### config.mk
export PLATFORM = sky130hd
export DESIGN_NAME = axis_ref_capture
export DESIGN_NICKNAME = d
export VERILOG_FILES = /design/src/axis_ref_pkg.sv /design/src/capture_if.sv /design/src/rise_detect.sv /design/src/pos_latch.sv /design/src/axis_ref_capture.sv
export VERILOG_INCLUDE_DIRS = /design/src
export SDC_FILE = /design/constraint.sdc
export NUM_CORES = 1
export LEC_CHECK = 0
export ABC_CLOCK_PERIOD_IN_PS = 4100
export BUFFER_PORTS_ARGS = -buffer_cell sky130_fd_sc_hd__buf_4
export CORE_MARGIN = 1
export CORE_UTILIZATION = 30
export DETAILED_ROUTE_END_ITERATION = 7
export HOLD_SLACK_MARGIN = 0.15
export PLACE_DENSITY = 0.57
export SETUP_SLACK_MARGIN = 0.15
export SLEW_MARGIN = 20
export SYNTH_ARGS = -nofsm -noshare
export SYNTH_HDL_FRONTEND = slang
export SYNTH_SLANG_ARGS = --single-unit
### constraint.sdc
create_clock -name i_clk -period 4.1 [get_ports i_clk]
set_input_delay 0 -clock i_clk [delete_from_list [all_inputs] [get_ports i_clk]]
set_output_delay 0 -clock i_clk [all_outputs]
set_load 0.05 [all_outputs]
### src/axis_ref_consts.svh
// Offsets and field positions of the axis reference block.
// Included by the main module only; definitions only.
`ifndef AXIS_REF_CONSTS_SVH
`define AXIS_REF_CONSTS_SVH

// Register byte offsets
`define OFF_CTRL 8'h00
`define OFF_AXIS 8'h04
`define OFF_RATE 8'h08
`define OFF_DIM 8'h0c
`define OFF_OPTION 8'h10
`define OFF_STATUS 8'h14
`define OFF_SW_POS 8'h18
`define OFF_SV_SEL 8'h1c
`define OFF_SV_DATA 8'h20
`define OFF_INT_STAT 8'h24
`define OFF_INT_MASK 8'h28
`define OFF_REF_POS 8'h2c

// Control fields
`define CTRL_ENABLE 0
`define CTRL_PLUS 1
`define CTRL_FINISH 2

// Option word fields
`define OPT_IGNORE_MARK 0
`define OPT_NO_MOTION 1
`define OPT_NULL_SETUP 2

// Status fields
`define ST_OK 0
`define ST_COMPLETE 1
`define ST_BUSY 2
`define ST_MOVING 3
`define ST_SW_VALID 4
`define ST_REJECT 5

// Interrupt status and mask fields
`define INT_DONE 0
`define INT_REJECT 1
`define INT_COMPLETE 2
`define INT_W 3

// Servo variable that returns the switch position
`define SV_SWITCH_POS 8'h1d

`endif

### src/axis_ref_pkg.sv
// Types shared by the axis reference modules.
// Assumes the constants header is on the include path.
package axis_ref_pkg;
    typedef enum logic [3:0] {
        ST_IDLE = 4'b0001,
        ST_SEEK = 4'b0010,
        ST_MARK = 4'b0100,
        ST_WAIT_END = 4'b1000
    } ref_state_e;

    typedef logic signed [31:0] pos_t;
endpackage : axis_ref_pkg

### src/capture_if.sv
// Carrier between the sequencer and one position latch.
// Assumes the sequencer drives strobe and position in the same clock domain.
`timescale 1ns/1ps
interface capture_if;
    import axis_ref_pkg::*;
    logic strobe;
    pos_t pos;
    pos_t value;

    modport latch (input strobe, input pos, output value);
    modport user (output strobe, output pos, input value);
endinterface : capture_if

### src/rise_detect.sv
// Rising edge detector for one level input.
// Assumes the input is synchronous to i_clk.
`timescale 1ns/1ps
module rise_detect (
    // Clock and reset
    input wire logic i_clk,
    input wire logic i_rst_b,
    // Level in, pulse out
    input wire logic i_level,
    output logic o_rise
);
    logic prev_q;

    always_ff @(posedge i_clk) begin
        if (!i_rst_b) begin
            prev_q <= 1'b0;
        end else begin
            prev_q <= i_level;
        end
    end

    assign o_rise = i_level & ~prev_q;
endmodule : rise_detect

### src/pos_latch.sv
// Position latch: holds the axis position seen at the last strobe.
// Assumes strobe and position come from the i_clk domain.
`timescale 1ns/1ps
module pos_latch
    import axis_ref_pkg::*;
(
    // Clock and reset
    input wire logic i_clk,
    input wire logic i_rst_b,
    // Strobe, position and held value
    capture_if.latch cap
);
    always_ff @(posedge i_clk) begin
        if (!i_rst_b) begin
            cap.value <= '0;
        end else if (cap.strobe) begin
            cap.value <= cap.pos;
        end
    end
endmodule : pos_latch

### src/axis_ref_capture.sv
// Axis reference sequencer with APB register access.
// Assumes axis feedback, switch and queue inputs are synchronous to i_clk.
//
// Behaviour
// - Reject dimension outside signed thirty-bit range
// - Move in commanded direction until finish
// - Switch closure then capture at mark
// - Digitizing or no-motion: no motion output
// - Encoder: keep moving until index mark
// - Option bits: ignore mark, no-motion, null-setup
// - Ignore mark: reference at finish command
// - Ignore mark, encoder: stop, switch invalid
// - Ignore mark, resolver: switch position valid
// - Clear complete on command, set on capture
// - No-motion leaves running move untouched
// - Switch position readable as servo variable
// - Null setup stores null position in drive
// - Report queue number of reference move
`timescale 1ns/1ps
`include "axis_ref_consts.svh"
module axis_ref_capture
    import axis_ref_pkg::*;
(
    // Clock and reset
    input wire logic i_clk,
    input wire logic i_rst_b,
    // APB slave
    input wire logic i_psel,
    input wire logic i_penable,
    input wire logic i_pwrite,
    input wire logic [7:0] i_paddr,
    input wire logic [31:0] i_pwdata,
    output logic [31:0] o_prdata,
    output logic o_pready,
    output logic o_pslverr,
    // Axis feedback and switch
    input wire logic signed [31:0] i_axis_pos,
    input wire logic i_ref_switch,
    input wire logic i_index_mark,
    input wire logic i_null_mark,
    input wire logic i_fb_resolver,
    input wire logic i_axis_digitizing,
    input wire logic i_queue_free,
    // Motion command
    output logic o_move_en,
    output logic o_move_plus,
    output logic [31:0] o_move_rate,
    output logic [7:0] o_move_axis,
    // Reference results
    output logic o_pos_load,
    output logic signed [31:0] o_pos_load_val,
    output logic o_null_store,
    output logic [7:0] o_queue_num,
    // Interrupt
    output logic o_irq
);
    // Software registers
    logic [2:0] ctrl_q;
    logic [7:0] axis_q;
    logic [31:0] rate_q;
    logic [31:0] dim_q;
    logic [15:0] option_q;
    logic [7:0] sv_sel_q;
    logic [`INT_W-1:0] int_mask_q;
    logic [`INT_W-1:0] int_stat_q;
    logic [`INT_W-1:0] int_stat_d;

    // Command latched at the enable edge
    logic cmd_plus_q;
    logic [31:0] cmd_rate_q;
    logic [7:0] cmd_axis_q;
    logic signed [31:0] cmd_dim_q;
    logic opt_ignore_q;
    logic opt_null_q;

    // Sequencer state
    ref_state_e state_q;
    ref_state_e state_d;
    logic move_q;
    logic move_d;
    logic complete_q;
    logic complete_d;
    logic ok_q;
    logic ok_d;
    logic reject_q;
    logic reject_d;
    logic sw_valid_q;
    logic sw_valid_d;
    logic fin_seen_q;
    logic fin_seen_d;
    logic [7:0] queue_q;
    logic accept;
    logic load_evt;
    logic done_evt;
    logic reject_evt;

    // Edge pulses
    logic start_rise;
    logic sw_rise;
    logic index_rise;
    logic null_rise;

    rise_detect u_enable_edge (
        .i_clk(i_clk),
        .i_rst_b(i_rst_b),
        .i_level(ctrl_q[`CTRL_ENABLE]),
        .o_rise(start_rise)
    );

    rise_detect u_switch_edge (
        .i_clk(i_clk),
        .i_rst_b(i_rst_b),
        .i_level(i_ref_switch),
        .o_rise(sw_rise)
    );

    rise_detect u_index_edge (
        .i_clk(i_clk),
        .i_rst_b(i_rst_b),
        .i_level(i_index_mark),
        .o_rise(index_rise)
    );

    rise_detect u_null_edge (
        .i_clk(i_clk),
        .i_rst_b(i_rst_b),
        .i_level(i_null_mark),
        .o_rise(null_rise)
    );

    // Position latches: switch point and reference point
    capture_if sw_cap ();
    capture_if ref_cap ();

    pos_latch u_sw_latch (
        .i_clk(i_clk),
        .i_rst_b(i_rst_b),
        .cap(sw_cap)
    );

    pos_latch u_ref_latch (
        .i_clk(i_clk),
        .i_rst_b(i_rst_b),
        .cap(ref_cap)
    );

    // APB decode
    wire setup = i_psel & ~i_penable;
    wire wr_acc = i_psel & i_penable & i_pwrite;
    wire rd_acc = i_psel & i_penable & ~i_pwrite;
    wire wr_ctrl = wr_acc & (i_paddr == `OFF_CTRL);
    wire fin_cmd = wr_ctrl & i_pwdata[`CTRL_FINISH];
    wire int_clear = rd_acc & (i_paddr == `OFF_INT_STAT);
    wire addr_ok = (i_paddr[1:0] == 2'h0) && (i_paddr <= `OFF_REF_POS);

    // Command qualification
    wire [2:0] dim_top = i_pwdata[31:29];
    wire dim_in_range = (dim_q[31:29] == 3'h0) || (dim_q[31:29] == 3'h7);
    wire no_motion = option_q[`OPT_NO_MOTION] | i_axis_digitizing;
    wire mark_rise = i_fb_resolver ? null_rise : index_rise;
    wire finish_now = fin_cmd | fin_seen_q;
    wire [31:0] sv_data = (sv_sel_q == `SV_SWITCH_POS) ? sw_cap.value : 32'h0;

    wire [31:0] status_word = {16'h0, queue_q, 2'h0, reject_q, sw_valid_q, move_q,
                               (state_q != ST_IDLE), complete_q, ok_q};

    wire [31:0] rd_mux =
        (i_paddr == `OFF_CTRL) ? {29'h0, ctrl_q} :
        (i_paddr == `OFF_AXIS) ? {24'h0, axis_q} :
        (i_paddr == `OFF_RATE) ? rate_q :
        (i_paddr == `OFF_DIM) ? dim_q :
        (i_paddr == `OFF_OPTION) ? {16'h0, option_q} :
        (i_paddr == `OFF_STATUS) ? status_word :
        (i_paddr == `OFF_SW_POS) ? sw_sel_pos(sw_cap.value, sw_valid_q) :
        (i_paddr == `OFF_SV_SEL) ? {24'h0, sv_sel_q} :
        (i_paddr == `OFF_SV_DATA) ? sv_data :
        (i_paddr == `OFF_INT_STAT) ? {29'h0, int_stat_q} :
        (i_paddr == `OFF_INT_MASK) ? {29'h0, int_mask_q} :
        (i_paddr == `OFF_REF_POS) ? ref_cap.value :
        32'h0;

    // Switch position reads as zero once it is known to be invalid
    function automatic logic [31:0] sw_sel_pos(input logic [31:0] pos, input logic valid);
        sw_sel_pos = valid ? pos : 32'h0;
    endfunction : sw_sel_pos

    assign sw_cap.strobe = (state_q == ST_SEEK) & sw_rise;
    assign sw_cap.pos = i_axis_pos;
    assign ref_cap.strobe = load_evt;
    assign ref_cap.pos = i_axis_pos;

    // Sequencer next state
    always_comb begin
        state_d = state_q;
        move_d = move_q;
        complete_d = complete_q;
        ok_d = ok_q;
        reject_d = reject_q;
        sw_valid_d = sw_valid_q;
        fin_seen_d = fin_seen_q;
        accept = 1'b0;
        load_evt = 1'b0;
        done_evt = 1'b0;
        reject_evt = 1'b0;
        unique case (state_q)
            ST_IDLE: begin
                if (start_rise) begin
                    complete_d = 1'b0;
                    ok_d = 1'b0;
                    if (!dim_in_range || !i_queue_free) begin
                        reject_d = 1'b1;
                        reject_evt = 1'b1;
                    end else begin
                        accept = 1'b1;
                        reject_d = 1'b0;
                        move_d = ~no_motion;
                        sw_valid_d = 1'b0;
                        fin_seen_d = 1'b0;
                        state_d = ST_SEEK;
                    end
                end
            end
            ST_SEEK: begin
                if (fin_cmd) begin
                    fin_seen_d = 1'b1;
                end
                if (sw_rise) begin
                    sw_valid_d = ~opt_ignore_q | i_fb_resolver;
                    if (opt_ignore_q) begin
                        if (!i_fb_resolver) begin
                            move_d = 1'b0;
                        end
                        state_d = ST_WAIT_END;
                    end else begin
                        state_d = ST_MARK;
                    end
                end
            end
            ST_MARK: begin
                if (fin_cmd) begin
                    fin_seen_d = 1'b1;
                end
                // Motion holds here even after finish until the mark is seen
                if (mark_rise) begin
                    load_evt = 1'b1;
                    complete_d = 1'b1;
                    if (finish_now) begin
                        move_d = 1'b0;
                        ok_d = 1'b1;
                        done_evt = 1'b1;
                        state_d = ST_IDLE;
                    end else begin
                        state_d = ST_WAIT_END;
                    end
                end
            end
            ST_WAIT_END: begin
                if (finish_now) begin
                    if (opt_ignore_q) begin
                        load_evt = 1'b1;
                        complete_d = 1'b1;
                    end
                    move_d = 1'b0;
                    ok_d = 1'b1;
                    done_evt = 1'b1;
                    fin_seen_d = 1'b0;
                    state_d = ST_IDLE;
                end
            end
        endcase
    end

    // Sequencer registers
    always_ff @(posedge i_clk) begin
        if (!i_rst_b) begin
            state_q <= ST_IDLE;
            move_q <= 1'b0;
            complete_q <= 1'b0;
            ok_q <= 1'b0;
            reject_q <= 1'b0;
            sw_valid_q <= 1'b0;
            fin_seen_q <= 1'b0;
        end else begin
            state_q <= state_d;
            move_q <= move_d;
            complete_q <= complete_d;
            ok_q <= ok_d;
            reject_q <= reject_d;
            sw_valid_q <= sw_valid_d;
            fin_seen_q <= fin_seen_d;
        end
    end

    // Command snapshot, taken only on the accepting edge
    always_ff @(posedge i_clk) begin
        if (!i_rst_b) begin
            cmd_plus_q <= 1'b0;
            cmd_rate_q <= 32'h0;
            cmd_axis_q <= 8'h0;
            cmd_dim_q <= 32'h0;
            opt_ignore_q <= 1'b0;
            opt_null_q <= 1'b0;
            queue_q <= 8'h0;
        end else if (accept) begin
            cmd_plus_q <= ctrl_q[`CTRL_PLUS];
            cmd_rate_q <= rate_q;
            cmd_axis_q <= axis_q;
            cmd_dim_q <= dim_q;
            opt_ignore_q <= option_q[`OPT_IGNORE_MARK];
            opt_null_q <= option_q[`OPT_NULL_SETUP];
            queue_q <= queue_q + 8'h1;
        end
    end

    // Software writes; finish bit is a strobe and never stored
    always_ff @(posedge i_clk) begin
        if (!i_rst_b) begin
            ctrl_q <= 3'h0;
            axis_q <= 8'h0;
            rate_q <= 32'h0;
            dim_q <= 32'h0;
            option_q <= 16'h0;
            sv_sel_q <= 8'h0;
            int_mask_q <= '0;
        end else if (wr_acc) begin
            if (wr_ctrl) ctrl_q <= {1'b0, i_pwdata[1:0]};
            if (i_paddr == `OFF_AXIS) axis_q <= i_pwdata[7:0];
            if (i_paddr == `OFF_RATE) rate_q <= i_pwdata;
            if (i_paddr == `OFF_DIM) dim_q <= {dim_top, i_pwdata[28:0]};
            if (i_paddr == `OFF_OPTION) option_q <= i_pwdata[15:0];
            if (i_paddr == `OFF_SV_SEL) sv_sel_q <= i_pwdata[7:0];
            if (i_paddr == `OFF_INT_MASK) int_mask_q <= i_pwdata[`INT_W-1:0];
        end
    end

    // Sticky events: a new event wins over the read that clears
    assign int_stat_d = (int_stat_q & ~{`INT_W{int_clear}}) | {load_evt, reject_evt, done_evt};

    always_ff @(posedge i_clk) begin
        if (!i_rst_b) begin
            int_stat_q <= '0;
            o_irq <= 1'b0;
        end else begin
            int_stat_q <= int_stat_d;
            o_irq <= |(int_stat_d & int_mask_q);
        end
    end

    // APB answer: zero wait, data prepared in the setup cycle
    always_ff @(posedge i_clk) begin
        if (!i_rst_b) begin
            o_prdata <= 32'h0;
            o_pready <= 1'b0;
            o_pslverr <= 1'b0;
        end else begin
            o_pready <= 1'b1;
            if (setup) begin
                o_prdata <= i_pwrite ? 32'h0 : rd_mux;
                o_pslverr <= ~addr_ok;
            end
        end
    end

    // Motion and result outputs
    always_ff @(posedge i_clk) begin
        if (!i_rst_b) begin
            o_move_en <= 1'b0;
            o_move_plus <= 1'b0;
            o_move_rate <= 32'h0;
            o_move_axis <= 8'h0;
            o_pos_load <= 1'b0;
            o_pos_load_val <= 32'h0;
            o_null_store <= 1'b0;
            o_queue_num <= 8'h0;
        end else begin
            o_move_en <= move_d;
            // Bypass the snapshot on the accepting edge so direction and rate settle with the enable
            o_move_plus <= accept ? ctrl_q[`CTRL_PLUS] : cmd_plus_q;
            o_move_rate <= accept ? rate_q : cmd_rate_q;
            o_move_axis <= accept ? axis_q : cmd_axis_q;
            o_pos_load <= load_evt;
            o_pos_load_val <= cmd_dim_q;
            o_null_store <= load_evt & opt_null_q;
            if (done_evt) o_queue_num <= queue_q;
        end
    end
endmodule : axis_ref_capture

==> results of run 1 <==
## routing by layer
layer | part of all wire | up-vias | wire, um
li1 | - | 6336 | -
met1 | 0.47 | 6238 | 24010
met2 | 0.42 | 477 | 21190
met3 | 0.071 | 96 | 3579
met4 | 0.037 | 0 | 1870
met5 | 0 | - | 0
## cell families after synthesis
kind of cell	Yosys count	synth area share
AND/OR/NAND/NOR	764	0.2433
buffers and inverters	134	0.04008
adder cells (fa/ha/maj)	1	0.0009150
XOR/XNOR	6	0.003844
multiplexers	21	0.01547
AO/OA/AOI/OAI	446	0.1956
flip-flops	342	0.5008
## worst min-delay path: cells and delay by family
| kind | cells | cell delay [ps] |
|---|---|---|
| AOI/OAI and AO/OA | 3 | 460 |
| and+or+nand+nor | 1 | 110 |
| buffers and inverters | 1 | 140 |
## state kept, by name, summed over array words and instances (netlist names), 16 cells and up
signal / flops
cmd_dim_q: 32
dim_q: 32
o_move_rate: 32
o_pos_load_val: 32
o_prdata: 32
option_q: 16
rate_q: 32
u_ref_latch.cap.value: 32
u_sw_latch.cap.value: 32
## path summary, 6_finish.rpt
| kind | from | endpoint | cells past startpoint |
|---|---|---|---|
| setup / recovery | i_paddr[7] | rate_q[28] | 10 |
| hold / removal | i_paddr[5] | fin_seen_q | 5 |
| setup reg to reg | dim_q[29] | o_move_en | 6 |
| hold reg to reg | cmd_dim_q[21] | cmd_dim_q[21] | 2 |
## through the flow
step	worst slack, ps	area (um^2)	hold WS (ps)	utilization	power [W]
finish	1238	17860	211.4	0.4005	0.007381
global route	1159	17860	226.1	0.4005	0.007619
CTS	1298	17850	180.0	0.4001	0.007440
detailed placement	1455	15690	215.1	0.3518	0.003767
global placement	1516	15690	211.0	0.3517	0.003764
floorplan	1951	13670	27.72	-	0.003592
## power by group through the flow
stage,registers [W],clock network [W],logic (W)
2_1_floorplan,0.00343,0,0.000166
6_report,0.00335,0.00361,0.000423
5_1_grt,0.00334,0.00383,0.000448
3_3_place_gp,0.00342,0,0.000348
4_1_cts,0.00334,0.00368,0.000417
3_5_place_dp,0.00342,0,0.000349
## cell type report
type                       instances  area [um^2]
antenna                            1        2.502
inverter                           7        31.28
sequential                       342         6847
timing repair buffer             308         2542
tap                              592        740.7
multi-input combinational       1238         6367
clock inverter                    12        146.4
clock buffer                      57         1186
fill                            4505        26740
## synthesized netlist by cell type, types with 8 or more instances
cell type / n / area share
sky130_fd_sc_hd__nand3_1: 50 / 0.018
sky130_fd_sc_hd__nor2_1: 66 / 0.018
sky130_fd_sc_hd__o21ai_0: 68 / 0.025
sky130_fd_sc_hd__a2bb2oi_1: 8 / 0.0051
sky130_fd_sc_hd__mux2i_1: 20 / 0.015
sky130_fd_sc_hd__buf_1: 10 / 0.0027
sky130_fd_sc_hd__nor3_1: 20 / 0.0073
sky130_fd_sc_hd__a221oi_1: 10 / 0.0064
sky130_fd_sc_hd__and2_1: 37 / 0.017
sky130_fd_sc_hd__dfxtp_1: 342 / 0.50
sky130_fd_sc_hd__o31ai_1: 19 / 0.010
sky130_fd_sc_hd__a21o_1: 15 / 0.0082
sky130_fd_sc_hd__buf_2: 21 / 0.0077
sky130_fd_sc_hd__clkbuf_1: 93 / 0.026
sky130_fd_sc_hd__a21oi_1: 247 / 0.090
sky130_fd_sc_hd__o31a_1: 8 / 0.0051
sky130_fd_sc_hd__nand2_1: 523 / 0.14
sky130_fd_sc_hd__nor4b_1: 8 / 0.0051
sky130_fd_sc_hd__a222oi_1: 14 / 0.010
==> flow_metrics.env, run 1 <==
export IMPL_worst_setup_hold_path_clk_slew_ps=60
export IMPL_route_detailed_vias_per_inst=5.142
export IMPL_first_pass_grt_wire_length_um=76920
export IMPL_synth_async_sr_flop_share=0
export IMPL_fraction_of_met3_tracks_used_by_global_routing=0.03791
export IMPL_die_area_um2=46430
export IMPL_grt_util_met1=0.3097
export IMPL_wirelength_um=50660
export IMPL_drt_pass1_iter_count=6
export IMPL_mostFrequentLayoutCell="sky130_fd_sc_hd__nand2_1"
export IMPL_tns_ps=0
export IMPL_cp_max_fo=32
export IMPL_number_of_enable_type_register_cells_in_the_synthesized_netlist=0
export IMPL_worstPathBufferInverterCount=5
export IMPL_worstHoldPathType="input pin to flop"
export IMPL_grt_use_met2=0.3087
export IMPL_critPathSlowestCell="sky130_fd_sc_hd__dlygate4sd3_1"
export IMPL_critPathCaptureType="flop"
export IMPL_synthCells=1714
export IMPL_place_port_buffers=201
export IMPL_sequential_fraction_of_the_synthesis_area=0.5008
export IMPL_clock_fmax_mhz=349.4
export IMPL_ir_worst_vdd_v=0.0002481
export IMPL_clock_tree_htree_level_count=2
export IMPL_power_frac_seq=0.453
export IMPL_final_layout_size_suffix_gt1_frac=0.1650
export IMPL_worstPathCellList="dlygate4sd3_1, buf_4, nor4_4, dlygate4sd3_1, nand2_1, buf_4, nor2_2, buf_4, nand2_1, a21oi_1"
export IMPL_worstPathArrival_ps=3340
export IMPL_maxSlewHeadroom=0.2492
export IMPL_finClkSkew_ps=20.09
export IMPL_fin_nets=2020
export IMPL_rsz0062_at_grt="no"
export IMPL_die_w_um=215.5
export IMPL_ctsRootBufferMaster="sky130_fd_sc_hd__clkbuf_16"
export IMPL_route_antenna_remaining_nets=0
export IMPL_post_place_cells=2405
export IMPL_power_per_cell_area_nw_per_um2=413.2
export IMPL_busiest_layer="met1"
export IMPL_gpl_final_weighted_congestion=0.9283
export IMPL_dominantRegCellSynth="sky130_fd_sc_hd__dfxtp_1"
export IMPL_cts_repair_resized=0
export IMPL_drt_wirelength_per_cell_um=19.81
export IMPL_cp_start_kind="input pin"
export IMPL_floorplan_initialDensity=0.3065
export IMPL_worstPathRequired_ps=4580
export IMPL_number_of_global_route_vias_before_repair=12260
export IMPL_slew_viol_final=0
export IMPL_power_share_combinational=0.057
export IMPL_postSynthRegisterBits=342
export IMPL_max_slew_worst_pin_slew_ps=1111
export IMPL_cp_top_family="buffers and inverters"
export IMPL_power_frac_clock=0.489
export IMPL_dp_hpwl_um=35540
export IMPL_post_route_min_period_ps=2862
export IMPL_p_switching_w=0.001685
export IMPL_cts_tree="built"
export IMPL_antenna_found_initial=1
export IMPL_syn_nets=1798
export IMPL_most_common_layout_cells="sky130_fd_sc_hd__nand2_1 (522), sky130_fd_sc_hd__dfxtp_1 (342), sky130_fd_sc_hd__a21oi_1 (247), sky130_fd_sc_hd__buf_4 (224), sky130_fd_sc_hd__dlygate4sd3_1 (82)"
export IMPL_run_status="finished clean"
export IMPL_cellInternalPower_w=0.005696
export IMPL_global_route_overflow_total=0
export IMPL_detailroute_via_count=13150
export IMPL_cts_hold_buffers_added=82
export IMPL_cts_made_buffers=39
export IMPL_max_cap_viol_count=0
export IMPL_instances_no_fill=2557
export IMPL_synth_avg_cell_area_um2=7.977
export IMPL_numClockSinks=342
export IMPL_clk_insertion_delay_late_ps=550
export IMPL_die_height_um=215.5
export IMPL_regToRegSetupSlack_ps=1280
export IMPL_drt_drc_violations_left=0
export IMPL_worst_setup_path_type="input pin to flop"
export IMPL_grt_max_degree=106
export IMPL_most_prevalent_standard_cell_on_the_critical_path="sky130_fd_sc_hd__buf_4"
export IMPL_boundaryPins=202
export IMPL_fp_row_count=77
export IMPL_hold_violations=0
export IMPL_grt_use_total=0.2130
export IMPL_area_delta_synth_final_pct=30.66
export IMPL_yosysUniqueCellTypes=76
export IMPL_finalCritPeriodShare=0.6981
export IMPL_core_area_um2=44610
export IMPL_setup_viol_count_final=0
export IMPL_post_synth_instance_area_um2=13670
export IMPL_cts_repair_timing_setup_buffer_count=0
export IMPL_yosys_warnings=0
export IMPL_cts_max_path_buffers=3
export IMPL_initial_drt_markers=1262
export IMPL_power_switching_share=0.2283
export IMPL_power_leakage_nw=6.586
export IMPL_slowest_delay_ps=850
No activity file was read; power rests on OpenSTA's default activity.
==> run 2: changes to the inputs <==
ABC_CLOCK_PERIOD_IN_PS = 2300   (was 4100)
PLACE_DENSITY = 0.59   (was 0.57)
clock period = 2.3 ns   (was 4.1 ns; I/O delays follow)
==> run 2 against run 1 <==
Effect of this change: clock skew decreased by 2.1 ps; sequential power increased by 78%; register-to-register slack got worse by 1100 ps; first-iteration DRC count increased by 24%; design area increased by 2.3%; setup slack got worse by 1000 ps; count of clock-buffer cells in the layout decreased by 1; wire length decreased by 0.57%; utilization increased by 0.92 points.
==> flow_metrics.env, run 2 (same netlist as run 1, synthesis figures left out) <==
export IMPL_gpl_final_weighted_congestion=0.9434
export IMPL_slowest_delay_ps=630
export IMPL_mostFrequentLayoutCell="sky130_fd_sc_hd__nand2_1"
export IMPL_most_common_layout_cells="sky130_fd_sc_hd__nand2_1 (523), sky130_fd_sc_hd__dfxtp_1 (341), sky130_fd_sc_hd__buf_4 (264), sky130_fd_sc_hd__a21oi_1 (246), sky130_fd_sc_hd__dlygate4sd3_1 (81)"
export IMPL_fin_nets=2068
export IMPL_cts_max_path_buffers=3
export IMPL_setup_slack_ps=225.6
export IMPL_fp_row_count=77
export IMPL_ctsRootBufferMaster="sky130_fd_sc_hd__clkbuf_16"
export IMPL_ir_worst_vdd_v=0.0005184
export IMPL_detailroute_via_count=13300
export IMPL_critPathCaptureType="flop"
export IMPL_route_detailed_vias_per_inst=5.107
export IMPL_post_route_min_period_ps=2074
export IMPL_setup_viol_count_final=0
export IMPL_boundaryPins=202
export IMPL_critPathSlowestCell="sky130_fd_sc_hd__or4b_4"
export IMPL_drt_drc_violations_left=0
export IMPL_power_per_cell_area_nw_per_um2=704.2
export IMPL_finClkSkew_ps=17.94
export IMPL_worst_setup_hold_path_clk_slew_ps=60
export IMPL_final_layout_size_suffix_gt1_frac=0.1865
export IMPL_run_status="finished clean"
export IMPL_floorplan_initialDensity=0.3065
export IMPL_number_of_global_route_vias_before_repair=12600
export IMPL_wirelength_um=50370
export IMPL_die_height_um=215.5
export IMPL_detailedPlace_worstSlack_ps=-57.84
export IMPL_fin_util=0.4097
export IMPL_worst_setup_path_type="flop to flop"
export IMPL_cp_start_kind="flop"
export IMPL_p_switching_w=0.003018
export IMPL_place_port_buffers=201
export IMPL_clk_insertion_delay_late_ps=560
export IMPL_route_antenna_remaining_nets=0
export IMPL_drt_pass1_iter_count=7
export IMPL_hold_violations=0
export IMPL_slew_viol_final=0
export IMPL_area_delta_synth_final_pct=33.66
export IMPL_grt_use_total=0.2138
export IMPL_cp_max_fo=9
export IMPL_worstPathArrival_ps=2550
export IMPL_power_share_combinational=0.061
export IMPL_cts_made_buffers=39
export IMPL_grt_max_degree=175
export IMPL_first_pass_grt_wire_length_um=76990
export IMPL_max_cap_viol_count=0
export IMPL_drt_wirelength_per_cell_um=19.33
export IMPL_clock_fmax_mhz=482.1
export IMPL_maxSlewHeadroom=0.3542
export IMPL_global_route_overflow_total=0
export IMPL_report_power_total_w=0.01287
export IMPL_worstPathCellList="or4b_4, a21oi_2, o211ai_1, nor3_1, buf_4, mux2i_1"
export IMPL_worstPathRequired_ps=2770
export IMPL_power_frac_seq=0.463
export IMPL_dp_hpwl_um=36150
export IMPL_power_frac_clock=0.475
export IMPL_core_area_um2=44610
export IMPL_rsz0062_at_grt="yes"
export IMPL_cellInternalPower_w=0.009850
export IMPL_cts_tree="built"
export IMPL_die_w_um=215.5
export IMPL_finalCritPeriodShare=0.9019
export IMPL_power_leakage_nw=6.815
export IMPL_worstHoldPathType="input pin to flop"
export IMPL_initial_drt_markers=1561
export IMPL_numClockSinks=342
export IMPL_die_area_um2=46430
export IMPL_max_slew_worst_pin_slew_ps=968.8
export IMPL_clock_tree_htree_level_count=2
export IMPL_antenna_found_initial=3
export IMPL_power_switching_share=0.2345
==> run 2: final timing paths <==
check                startpoint              to  slack (ps)  cells past startpoint
hold reg to reg   cmd_dim_q[29]   cmd_dim_q[29]         450                      2
setup reg to reg      dim_q[29]  o_queue_num[2]         230                      6
hold / removal     i_queue_free      state_q[0]         210                      6
setup / recovery      dim_q[29]  o_queue_num[2]         230                      6
==> run 2: layout make-up <==
| class | instances | area, um^2 |
|---|---|---|
| antenna | 2 | 5.005 |
| clock buffer | 56 | 1181 |
| clock inverter | 12 | 88.84 |
| timing repair buffer | 356 | 3008 |
| multi-input combinational | 1238 | 6371 |
| tap | 592 | 740.7 |
| fill | 4571 | 26330 |
| sequential | 342 | 6848 |
| inverter | 7 | 31.28 |
==> run 2: what timing repair did <==
action,4_1_cts,5_1_grt
gates cloned,0,0
hold buffers,81,0
setup buffers,1,3
endpoints found under the hold margin,202,0
pin swaps,2,1
endpoints found under the setup margin,89,95
resized for setup,4,8
==> run 2: critical path: cells and delay by family (launching register included) <==
kind | cells | cell delay (ps)
buf+inv | 1 | 220
mux | 1 | 210
compound gates | 2 | 370
flops | 1 | 340
simple gates | 2 | 850
==> run 2: power groups by stage <==
stage          registers, W  clock network (W)  logic, W
4_1_cts             0.00596            0.00626  0.000766
6_report            0.00596            0.00612  0.000789
3_5_place_dp        0.00609                  0  0.000646
2_1_floorplan       0.00611                  0  0.000297
3_3_place_gp        0.00609                  0  0.000647
5_1_grt             0.00596            0.00651  0.000840
==> run 2: routing by layer <==
layer | wire, um | up-vias | track usage | share of wire
li1 | - | 6417 | - | -
met1 | 23340 | 6289 | 0.3058 | 0.46
met2 | 21740 | 522 | 0.3192 | 0.43
met3 | 3764 | 76 | 0.03622 | 0.075
met4 | 1525 | 0 | 0.08085 | 0.030
met5 | 0 | - | 0 | 0
==> run 2: metrics by stage <==
stage,cell area (um^2),hold slack [ps],std cells,TNS (ps)
floorplan,13670,27.72,1714,0
global placement,16130,215.1,2450,-80.33
detailed placement,16130,221.1,2450,-277.5
CTS,18230,184.5,2600,0
global route,18270,212.7,2605,0
finish,18270,207.1,2605,0
==> run 3: changes to the inputs <==
CTS_BUF_LIST = sky130_fd_sc_hd__clkbuf_8   (was default)
==> run 3 against run 2 <==
Effect of this change: total power shrank 2.8%; critical path depth is the same; combinational power grew 13%; critical endpoint is now o_prdata[23]; critical path type unchanged; utilization grew 1.7 points; clock power shrank 7.7%; sequential cell count is the same; first-iteration DRC count shrank 7.9%.
==> flow_metrics.env, run 3 (same netlist as run 1, synthesis figures left out) <==
export IMPL_floorplan_initialDensity=0.3065
export IMPL_tns_ps=0
export IMPL_worstPathArrival_ps=2660
export IMPL_die_height_um=215.5
export IMPL_detailedPlace_worstSlack_ps=-57.84
export IMPL_finalCritPeriodShare=0.9155
export IMPL_boundaryPins=202
export IMPL_clock_fmax_mhz=474.9
export IMPL_cts_made_buffers=58
export IMPL_count_of_fill_cells_added_during_filler_insertion=4555
export IMPL_hold_violations=0
export IMPL_detailroute_via_count=13730
export IMPL_grt_use_total=0.2193
export IMPL_startpoint="sv_sel_q[6]"
export IMPL_fin_nets=2165
export IMPL_reg2regPathDepth=6
export IMPL_drt_pass1_iter_count=7
export IMPL_cts_tree="built"
export IMPL_clk_insertion_delay_late_ps=660
export IMPL_post_route_min_period_ps=2106
export IMPL_regToRegSetupSlack_ps=190
export IMPL_drt_drc_violations_left=0
export IMPL_slew_viol_final=0
export IMPL_finClkSkew_ps=17.81
export IMPL_grt_max_degree=175
export IMPL_rsz0062_at_grt="yes"
export IMPL_report_power_total_w=0.01251
export IMPL_final_layout_size_suffix_gt1_frac=0.1885
export IMPL_worstPathRequired_ps=2850
export IMPL_timing_rr_start="sv_sel_q[6]"
export IMPL_power_per_cell_area_nw_per_um2=657.6
export IMPL_ctsRootBufferMaster="sky130_fd_sc_hd__clkbuf_8"
export IMPL_setup_slack_ps=194.3
export IMPL_setup_worst_path_end="o_prdata[23]"
export IMPL_gpl_final_weighted_congestion=0.9434
export IMPL_number_of_global_route_vias_before_repair=13260
export IMPL_power_leakage_nw=7.225
export IMPL_fp_row_count=77
export IMPL_r2r_end="o_prdata[23]"
export IMPL_setup_viol_count_final=0
export IMPL_die_area_um2=46430
export IMPL_fin_area_um2=19020
export IMPL_area_delta_synth_final_pct=39.09
export IMPL_route_detailed_vias_per_inst=5.044
export IMPL_wirelength_um=51680
export IMPL_worstHoldPathType="input pin to flop"
export IMPL_ir_worst_vdd_v=0.0003635
export IMPL_cp_max_fo=25
export IMPL_die_w_um=215.5
export IMPL_initial_drt_markers=1437
export IMPL_dp_hpwl_um=36150
export IMPL_clock_tree_htree_level_count=2
export IMPL_critPathCaptureType="flop"
export IMPL_route_antenna_remaining_nets=0
export IMPL_cp_start_kind="flop"
export IMPL_dpl_instance_area_um2=16130
export IMPL_global_route_overflow_total=0
export IMPL_worst_setup_path_type="flop to flop"
export IMPL_mostFrequentLayoutCell="sky130_fd_sc_hd__nand2_1"
export IMPL_antenna_found_initial=3
export IMPL_max_slew_worst_pin_slew_ps=979.8
export IMPL_core_area_um2=44610
export IMPL_first_pass_grt_wire_length_um=79440
export IMPL_worst_setup_hold_path_clk_slew_ps=60
export IMPL_max_cap_viol_count=0
export IMPL_maxSlewHeadroom=0.3468
export IMPL_most_common_layout_cells="sky130_fd_sc_hd__nand2_1 (522), sky130_fd_sc_hd__dfxtp_1 (339), sky130_fd_sc_hd__buf_4 (264), sky130_fd_sc_hd__a21oi_1 (246), sky130_fd_sc_hd__dlygate4sd3_1 (158)"
export IMPL_drt_wirelength_per_cell_um=18.99
export IMPL_run_status="finished clean"
export IMPL_cts_max_path_buffers=3
export IMPL_place_port_buffers=201
export IMPL_numClockSinks=342
run 3: cell types whose count changed in the layout (fill, tap and decap cells not counted), moves of 4 or more:
| cell | before | now |
|---|---|---|
| sky130_fd_sc_hd__dlygate4sd3_1 | 81 | 158 |
| sky130_fd_sc_hd__clkbuf_1 | 4 | 0 |
| sky130_fd_sc_hd__clkbuf_16 | 40 | 0 |
| sky130_fd_sc_hd__inv_1 | 6 | 26 |
| sky130_fd_sc_hd__clkbuf_8 | 12 | 76 |
run 3: how the worst min path moves through the flow:
stage	from	depth (start not counted)	to	slack [ps]
after floorplan	i_rst_b	0	o_pready	30
after global placement	i_index_mark	2	u_index_edge.prev_q	220
after detailed placement	i_ref_switch	2	u_switch_edge.prev_q	220
after CTS	i_axis_pos[12]	4	u_ref_latch.cap.value[12]	150
after global routing	i_paddr[4]	4	int_stat_q[1]	150
final	i_paddr[5]	5	o_prdata[0]	110
run 3: routing by layer:
metal,up-vias,share of wire,track usage
met2,524,0.43,0.3271
li1,6623,-,-
met5,-,0,0
met4,0,0.029,0.07565
met1,6493,0.46,0.3101
met3,89,0.077,0.04778
run 3: cell type report:
| cell class | count | area, um^2 | area share |
|---|---|---|---|
| antenna | 3 | 7.507 | 0.0003948 |
| clock buffer | 76 | 1046 | 0.05501 |
| clock inverter | 30 | 175.2 | 0.009212 |
| inverter | 7 | 31.28 | 0.001645 |
| multi-input combinational | 1238 | 6379 | 0.3354 |
| sequential | 342 | 6850 | 0.3602 |
| tap | 592 | 740.7 | 0.03895 |
| timing repair buffer | 434 | 3786 | 0.1991 |
run 3: per-stage QoR:
| step | util | std cells | hold WS (ps) |
|---|---|---|---|
| after floorplan | - | 1714 | 27.72 |
| after global placement | 0.3615 | 2450 | 215.1 |
| after detailed placement | 0.3615 | 2450 | 221.1 |
| after CTS | 0.4248 | 2715 | 150.7 |
| after global routing | 0.4263 | 2722 | 150.7 |
| final | 0.4263 | 2722 | 111.4 |
run 3: report_power, final:
| part | total, W | internal [W] | switching (W) |
|---|---|---|---|
| Combinational | 0.000889 | 0.000406 | 0.000483 |
| Clock | 0.00565 | 0.00307 | 0.00258 |
| Sequential | 0.00596 | 0.00595 | 0.0000175 |
run 3: critical path, stage by stage, from the launching register on:
cell and delay (ps):
sky130_fd_sc_hd__dfxtp_2 320, sky130_fd_sc_hd__or4b_4 540, sky130_fd_sc_hd__nor4_4 360, sky130_fd_sc_hd__a31o_1 230, sky130_fd_sc_hd__buf_12 180, sky130_fd_sc_hd__a222oi_1 90, sky130_fd_sc_hd__o31ai_1 270
run 3: repair_timing:
item | 4_1_cts | 5_1_grt
resized for setup | 4 | 10
gates cloned | 0 | 0
hold buffers | 158 | 0
buffers inserted | 1 | 4
endpoints found under the setup margin | 84 | 83
pin swaps | 2 | 5
endpoints found under the hold margin | 268 | 0
